===== src/rtl/tac_pkg.sv =====
// Contract
// Ground bits 4-7 ground touch pins
// Mode field: 00 irq, 01 pressure, 1x position
// Bit 11 switches touch bias on
// Bit 12 reads inverted positive-X pin
// Bit 13 reads inverted negative-X pin
// Converter bit 0 enables sync mode
// Converter bit 1 ties internal reference out
// Input select bits 2-4 route converter input
// Bit 5 selects external reference, resets zero
// Conversion starts only on bit 7 rise
// Converter bit 15 powers converter
// Result bits 5-14, read-only, reset zero
// Result bit 15 flags finished conversion
// Identification register returns fixed codes
// Mode bit 0 enables audio test
// Mode bit 1 enables telecom test
// Mode bits 2-5 pick production test
// Mode bit 12 enables dynamic valid flags
// Mode bit 13 enables audio offset cancel
// Mode bits 14/15 select big-endian words
// Address 14 reserved, writes ignored
// Address 15 always reads all ones
// Touch bits 0-3 power touch pins
// Test-mode writes need test-enable pin high
package tac_pkg;

  localparam logic [3:0] TAC_ADDR_TOUCH = 4'h9;
  localparam logic [3:0] TAC_ADDR_CONV_CTL = 4'ha;
  localparam logic [3:0] TAC_ADDR_CONV_RES = 4'hb;
  localparam logic [3:0] TAC_ADDR_ID = 4'hc;
  localparam logic [3:0] TAC_ADDR_MODE = 4'hd;
  localparam logic [3:0] TAC_ADDR_RSVD = 4'he;
  localparam logic [3:0] TAC_ADDR_ONES = 4'hf;

  localparam int TAC_TP_POWER_LSB = 0;
  localparam int TAC_TP_GROUND_LSB = 4;
  localparam int TAC_TP_OP_LSB = 8;
  localparam int TAC_TP_BIAS = 11;
  localparam int TAC_TP_PX_DOWN = 12;
  localparam int TAC_TP_MX_DOWN = 13;

  localparam int TAC_CC_SYNC = 0;
  localparam int TAC_CC_REF_PIN = 1;
  localparam int TAC_CC_INPUT_LSB = 2;
  localparam int TAC_CC_EXT_REF = 5;
  localparam int TAC_CC_START = 7;
  localparam int TAC_CC_POWER = 15;

  localparam int TAC_CR_DATA_LSB = 5;
  localparam int TAC_CR_DONE = 15;

  localparam int TAC_ID_DEVICE_LSB = 6;
  localparam int TAC_ID_MAKER_LSB = 12;

  localparam int TAC_MD_AUDIO_TEST = 0;
  localparam int TAC_MD_TELECOM_ANALOG_TEST = 1;
  localparam int TAC_MD_PROD_LSB = 2;
  localparam int TAC_MD_DYN_FLAG = 12;
  localparam int TAC_MD_OFFSET = 13;
  localparam int TAC_MD_AUDIO_ORDER = 14;
  localparam int TAC_MD_TEL_ORDER = 15;

  localparam logic [15:0] TAC_WORD_ZERO = 16'h0000;
  localparam logic [15:0] TAC_WORD_ONES = 16'hffff;

  typedef struct packed {
    logic [3:0] power;
    logic [3:0] ground;
    logic [1:0] op_select;
    logic bias_on;
  } tac_touch_ctl_t;

  typedef struct packed {
    logic interrupt_mode;
    logic pressure_mode;
    logic position_mode;
  } tac_touch_mode_t;

  typedef struct packed {
    logic sync_on;
    logic internal_ref_to_pin;
    logic [2:0] input_select;
    logic external_reference_select;
    logic start;
    logic power_on;
  } tac_conv_ctl_t;

  typedef struct packed {
    logic audio_analog_test;
    logic telecom_analog_test;
    logic [3:0] production_test_select;
    logic dynamic_valid_flag_on;
    logic audio_offset_cancel;
    logic audio_word_order;
    logic telecom_word_order;
  } tac_mode_t;

  typedef struct packed {
    tac_touch_ctl_t touch;
    tac_conv_ctl_t conv;
    tac_mode_t mode;
    logic [9:0] result;
    logic conversion_done;
    logic conv_start;
    logic px_s1;
    logic px_s2;
    logic mx_s1;
    logic mx_s2;
    logic test_s1;
    logic test_s2;
    logic [15:0] rdata;
    logic rvalid;
  } tac_state_t;

endpackage : tac_pkg


===== src/rtl/tac_regs.sv =====
`timescale 1ns/1ps
module tac_regs #(
  // Identification codes: values are arbitrary
  parameter logic [5:0] VERSION_CODE = 6'h01,
  parameter logic [5:0] DEVICE_CODE = 6'h02,
  parameter logic [3:0] MAKER_CODE = 4'h3
) (
  input wire logic mclk_i,
  input wire logic rst_i,
  input wire logic host_wr_i,
  input wire logic host_rd_i,
  input wire logic [3:0] host_addr_i,
  input wire logic [15:0] host_wdata_i,
  output logic [15:0] host_rdata_o,
  output logic host_rvalid_o,
  input wire logic pos_x_pin_i,
  input wire logic neg_x_pin_i,
  input wire logic test_enable_i,
  input wire logic conv_done_i,
  input wire logic [9:0] conv_result_i,
  output tac_pkg::tac_touch_ctl_t touch_o,
  output tac_pkg::tac_touch_mode_t touch_mode_o,
  output tac_pkg::tac_conv_ctl_t conv_o,
  output logic [7:0] conv_route_o,
  output logic conv_start_o,
  output tac_pkg::tac_mode_t mode_o
);

  tac_pkg::tac_state_t st_r;
  tac_pkg::tac_state_t st_nxt;

  function automatic logic [7:0] tac_route(input logic [2:0] sel);
    tac_route = 8'h01 << sel;
  endfunction : tac_route

  function automatic tac_pkg::tac_touch_mode_t tac_op_decode(
    input logic [1:0] op
  );
    tac_pkg::tac_touch_mode_t m;
    m.interrupt_mode = (op == 2'h0);
    m.pressure_mode = (op == 2'h1);
    m.position_mode = op[1];
    tac_op_decode = m;
  endfunction : tac_op_decode

  function automatic logic [15:0] tac_read(
    input tac_pkg::tac_state_t s,
    input logic [3:0] addr
  );
    logic [15:0] w;
    w = tac_pkg::TAC_WORD_ZERO;
    if (addr == tac_pkg::TAC_ADDR_TOUCH)
    begin
      w[tac_pkg::TAC_TP_POWER_LSB +: 4] = s.touch.power;
      w[tac_pkg::TAC_TP_GROUND_LSB +: 4] = s.touch.ground;
      w[tac_pkg::TAC_TP_OP_LSB +: 2] = s.touch.op_select;
      w[tac_pkg::TAC_TP_BIAS] = s.touch.bias_on;
      w[tac_pkg::TAC_TP_PX_DOWN] = ~s.px_s2;
      w[tac_pkg::TAC_TP_MX_DOWN] = ~s.mx_s2;
    end
    else if (addr == tac_pkg::TAC_ADDR_CONV_CTL)
    begin
      w[tac_pkg::TAC_CC_SYNC] = s.conv.sync_on;
      w[tac_pkg::TAC_CC_REF_PIN] = s.conv.internal_ref_to_pin;
      w[tac_pkg::TAC_CC_INPUT_LSB +: 3] = s.conv.input_select;
      w[tac_pkg::TAC_CC_EXT_REF] = s.conv.external_reference_select;
      w[tac_pkg::TAC_CC_START] = s.conv.start;
      w[tac_pkg::TAC_CC_POWER] = s.conv.power_on;
    end
    else if (addr == tac_pkg::TAC_ADDR_CONV_RES)
    begin
      w[tac_pkg::TAC_CR_DATA_LSB +: 10] = s.result;
      w[tac_pkg::TAC_CR_DONE] = s.conversion_done;
    end
    else if (addr == tac_pkg::TAC_ADDR_ID)
    begin
      w[5:0] = VERSION_CODE;
      w[tac_pkg::TAC_ID_DEVICE_LSB +: 6] = DEVICE_CODE;
      w[tac_pkg::TAC_ID_MAKER_LSB +: 4] = MAKER_CODE;
    end
    else if (addr == tac_pkg::TAC_ADDR_MODE)
    begin
      w[tac_pkg::TAC_MD_AUDIO_TEST] = s.mode.audio_analog_test;
      w[tac_pkg::TAC_MD_TELECOM_ANALOG_TEST] = s.mode.telecom_analog_test;
      w[tac_pkg::TAC_MD_PROD_LSB +: 4] = s.mode.production_test_select;
      w[tac_pkg::TAC_MD_DYN_FLAG] = s.mode.dynamic_valid_flag_on;
      w[tac_pkg::TAC_MD_OFFSET] = s.mode.audio_offset_cancel;
      w[tac_pkg::TAC_MD_AUDIO_ORDER] = s.mode.audio_word_order;
      w[tac_pkg::TAC_MD_TEL_ORDER] = s.mode.telecom_word_order;
    end
    else if (addr == tac_pkg::TAC_ADDR_ONES)
    begin
      w = tac_pkg::TAC_WORD_ONES;
    end
    else
    begin
      // Reserved slot and foreign addresses read zero
      w = tac_pkg::TAC_WORD_ZERO;
    end
    tac_read = w;
  endfunction : tac_read

  always_comb
  begin
    st_nxt = st_r;
    st_nxt.px_s1 = pos_x_pin_i;
    st_nxt.px_s2 = st_r.px_s1;
    st_nxt.mx_s1 = neg_x_pin_i;
    st_nxt.mx_s2 = st_r.mx_s1;
    st_nxt.test_s1 = test_enable_i;
    st_nxt.test_s2 = st_r.test_s1;
    st_nxt.conv_start = 1'b0;
    st_nxt.rvalid = host_rd_i;
    if (host_rd_i)
    begin
      st_nxt.rdata = tac_read(st_r, host_addr_i);
    end
    if (host_wr_i)
    begin
      if (host_addr_i == tac_pkg::TAC_ADDR_TOUCH)
      begin
        st_nxt.touch.power =
          host_wdata_i[tac_pkg::TAC_TP_POWER_LSB +: 4];
        st_nxt.touch.ground =
          host_wdata_i[tac_pkg::TAC_TP_GROUND_LSB +: 4];
        st_nxt.touch.op_select =
          host_wdata_i[tac_pkg::TAC_TP_OP_LSB +: 2];
        st_nxt.touch.bias_on = host_wdata_i[tac_pkg::TAC_TP_BIAS];
      end
      else if (host_addr_i == tac_pkg::TAC_ADDR_CONV_CTL)
      begin
        st_nxt.conv.sync_on = host_wdata_i[tac_pkg::TAC_CC_SYNC];
        st_nxt.conv.internal_ref_to_pin =
          host_wdata_i[tac_pkg::TAC_CC_REF_PIN];
        st_nxt.conv.input_select =
          host_wdata_i[tac_pkg::TAC_CC_INPUT_LSB +: 3];
        st_nxt.conv.external_reference_select =
          host_wdata_i[tac_pkg::TAC_CC_EXT_REF];
        st_nxt.conv.start = host_wdata_i[tac_pkg::TAC_CC_START];
        st_nxt.conv.power_on = host_wdata_i[tac_pkg::TAC_CC_POWER];
        // Only a rising start bit launches a conversion
        if (host_wdata_i[tac_pkg::TAC_CC_START] && !st_r.conv.start)
        begin
          st_nxt.conv_start = 1'b1;
          st_nxt.conversion_done = 1'b0;
        end
      end
      else if (host_addr_i == tac_pkg::TAC_ADDR_MODE)
      begin
        // Test bits change only with the test pin held high
        if (st_r.test_s2)
        begin
          st_nxt.mode.audio_analog_test =
            host_wdata_i[tac_pkg::TAC_MD_AUDIO_TEST];
          st_nxt.mode.telecom_analog_test =
            host_wdata_i[tac_pkg::TAC_MD_TELECOM_ANALOG_TEST];
          st_nxt.mode.production_test_select =
            host_wdata_i[tac_pkg::TAC_MD_PROD_LSB +: 4];
        end
        st_nxt.mode.dynamic_valid_flag_on =
          host_wdata_i[tac_pkg::TAC_MD_DYN_FLAG];
        st_nxt.mode.audio_offset_cancel =
          host_wdata_i[tac_pkg::TAC_MD_OFFSET];
        st_nxt.mode.audio_word_order =
          host_wdata_i[tac_pkg::TAC_MD_AUDIO_ORDER];
        st_nxt.mode.telecom_word_order =
          host_wdata_i[tac_pkg::TAC_MD_TEL_ORDER];
      end
    end
    // Finished conversion wins over a clearing start
    if (conv_done_i)
    begin
      st_nxt.result = conv_result_i;
      st_nxt.conversion_done = 1'b1;
    end
  end

  always_ff @(posedge mclk_i or posedge rst_i)
  begin
    if (rst_i)
    begin
      st_r <= '0;
      // Pins idle high: no false pen-down after reset
      st_r.px_s1 <= 1'b1;
      st_r.px_s2 <= 1'b1;
      st_r.mx_s1 <= 1'b1;
      st_r.mx_s2 <= 1'b1;
    end
    else
    begin
      st_r <= st_nxt;
    end
  end

  assign host_rdata_o = st_r.rdata;
  assign host_rvalid_o = st_r.rvalid;
  assign touch_o = st_r.touch;
  assign touch_mode_o = tac_op_decode(st_r.touch.op_select);
  assign conv_o = st_r.conv;
  assign conv_route_o = tac_route(st_r.conv.input_select);
  assign conv_start_o = st_r.conv_start;
  assign mode_o = st_r.mode;
endmodule : tac_regs


===== config.mk =====
export PLATFORM = sky130hd
export DESIGN_NAME = tac_regs
export DESIGN_NICKNAME = d
export VERILOG_FILES = /design/src/rtl/tac_pkg.sv /design/src/rtl/tac_regs.sv
export SDC_FILE = /design/constraint.sdc
export NUM_CORES = 1
export LEC_CHECK = 0
export BUFFER_PORTS_ARGS = -buffer_cell sky130_fd_sc_hd__buf_2
export CAP_MARGIN = 20
export CORE_ASPECT_RATIO = 0.5
export CORE_MARGIN = 2
export CORE_UTILIZATION = 29
export CTS_BUF_LIST = sky130_fd_sc_hd__clkbuf_4
export CTS_CLUSTER_SIZE = 14
export DETAILED_ROUTE_END_ITERATION = 7
export PLACE_DENSITY = 0.48
export SLEW_MARGIN = 15
export SYNTH_ARGS = -nofsm -noshare
export SYNTH_HDL_FRONTEND = slang
export SYNTH_SLANG_ARGS = --single-unit

===== constraint.sdc =====
create_clock -name mclk_i -period 2.3 [get_ports mclk_i]
set_clock_uncertainty 0.2 [all_clocks]
set_input_delay 0.46 -clock mclk_i [delete_from_list [all_inputs] [get_ports mclk_i]]
set_output_delay 0.46 -clock mclk_i [all_outputs]
set_load 0.02 [all_outputs]

==> reports/results.ini <==
[critical_path]
regToRegSetupSlack_ns=0.97
crit_path_start=conv_o[4]
cp.arrival_ns=1.41
required_ns=1.64
end_kind=primary output
cp_max_fo=11
worstSetupStartpointType=register
r2r-end=host_rdata_o[2]
reg2reg_from=mode_o[4]
worstSetupPathType=reg2out
r2r_cells=3

[routing]
post_drt_wl_per_cell_um=15.7
num_vias=2221
viasPerCell=4.54
ant_nets=0
drt_iter0_drc=157
drc_errors=0
drt_pass1_iterations=4
routed_wl_um=7660

[sta]
rsz0062_at_grt=no
fin_crit_sh_pct=90.1
fmax_ghz=0.483
tightest_slew_ns=0.413
setup_viol=0
layout_min_cycle_time_ns=2.07
setup_tns_ns=0
fin_ws_ns=0.228
final_hold_viol_count=0
max_slew_margin_pct=72.4
drv_slew=0

[place]
place.gp.congestion=0.772
dp_slack_ns=0.212
hpwl_um=5730
place_area_um2=3530
dp.cells=470
port_buffers=94

[yosys]
synth.most_common_cell=dfrtp_1
async_flop_share_pct=100
synthFlopType=dfrtp_1
ys_ff_latch=64
syn_avg_cell_area_um2=11.1
synth_top_area_share_pct=47.1
syn_area_um2=3190
synth-edff-count=0
synth_area_leaders=dfrtp_1 47%, mux2_2 12%, buf_4 11%
yosysUniqueCellTypes=41
synth_top_area_cell=dfrtp_1
yosysWarnings=0
synth_nets=324
synth_commonest_cells=60 x dfrtp_1, 47 x buf_4, 34 x mux2_2, 29 x nor2_1, 14 x a21oi_1
netlist_instances=286
yosysSeqAreaShare_pct=50.4

[global_routing]
grt_pass1_wl_um=12900
grt_max_degree=39
grt_usage_pct=14.0
grt_pass1_vias=2433
grt_remaining_overflow=0
antenna_found_initial=1

[floorplanning]
die_y_um=78.1
start_util_pct=30.5
die_x_um=152
die_area_um2=11900
pin_count=96
core_um2=10400
rows=26

[layout]
fin_util_pct=35.1
layout-drive-gt1-share_pct=47.6
nets=383
design_area_um2=3660
diodes=0
stdcell_count=489
syn_to_final_growth_pct=14.9

[clock_network]
cts.sinks=64
clk_latency_ns=0.42
cts_buffer_depth=2
cts_buffers=9
cts_root_buf=clkbuf_4
clkTransAtPathRegs_ns=0.10
cts_tree=yes
htreeDepth=3
cts_setup_buffers=0

[run]
drv_cap=0

[power_and_ir_drop]
pwr_density_cell_nw_per_um2=769
ir_worst_vdd_mv=0.196
cellLeakagePower_nw=1.81

[outcome]
status=finished clean

[hold_path]
holdCritPathClass=in2reg
whs_path_depth=2
min_to=touch_mode_o[0]
hp-start=host_wdata_i[9]

==> worst max-delay path: stages, from the launching register on <==
cell and delay (ns):
dfrtp_1 0.56, nor3b_1 0.24, buf_2 0.20
==> layout by cell type, fill, tap and decap left out, drive strengths merged, types with 6 or more instances in the layout <==
| cell type | synthesis | routed |
|---|---|---|
| nor2 | 29 | 29 |
| a21oi | 14 | 14 |
| inv | 11 | 11 |
| mux2 | 40 | 40 |
| clkinv | 1 | 7 |
| dfrtp | 60 | 60 |
| nand2 | 7 | 7 |
| o32ai | 6 | 6 |
| buf | 51 | 104 |
| o21ai | 6 | 6 |
| clkbuf | 9 | 9 |
==> cell families (layout without fill, tap and decap cells) <==
kind of cell,after synthesis,after routing,synth area share (%)
buffers and inverters,72,135,14.1
flip-flops,64,64,50.4
AND/OR/NAND/NOR,64,64,10.7
AO/OA/AOI/OAI,46,46,9.86
multiplexers,40,40,14.8
==> layer usage <==
metal / GRT usage, % / vias up / wire [um]
met3: 5.02 / 6 / 384
li1: - / 1062 / -
met1: 18.3 / 1096 / 3630
met2: 22.2 / 55 / 3590
met4: 3.64 / 2 / 49
met5: 0 / - / 11
==> metrics by stage <==
stage	hold slack [ns]	power [mW]
after floorplan	0.131	2.14
after global placement	0.136	2.23
after detailed placement	0.146	2.25
after CTS	0.0286	2.86
after global routing	0.0219	2.99
final	0.0630	2.81
==> how the worst max path moves through the flow <==
| stage | end | slack, ns |
|---|---|---|
| final | conv_route_o[2] | 0.23 |
| after floorplan | conv_o[0] | 0.05 |
| after detailed placement | mode_o[8] | 0.21 |
| after CTS | conv_route_o[2] | 0.18 |
| after global routing | conv_route_o[1] | 0.09 |
| after global placement | mode_o[7] | 0.25 |
==> flip-flops by register name, summed over array words and instances, names as in the netlist <==
signal,flops
st_r,14
touch_mode_o,1
st_nxt,3
host_rdata_o,16
conv_start_o,1
host_rvalid_o,1
conv_o,8
mode_o,10
touch_o,10
==> power by group <==
group / total [mW] / switching, mW / internal [mW]
clock: 0.596 / 0.395 / 0.201
combinational: 0.785 / 0.452 / 0.333
sequential: 1.43 / 0.145 / 1.29
==> cell type report <==
type,count,area [um2]
inverters,12,45.0
clock buffers,9,67.6
clock inverters,6,27.5
multi-input cells,150,1130
repair buffers,108,611
well taps,140,175
fillers,1067,6780
flip-flops and latches,64,1610
==> repair_timing <==
item / CTS / global route
hold endpoints to repair: 63 / 0
resized for setup: 0 / 0
hold buffers: 4 / 0
Note: power is estimated with default switching activity, not from simulation.
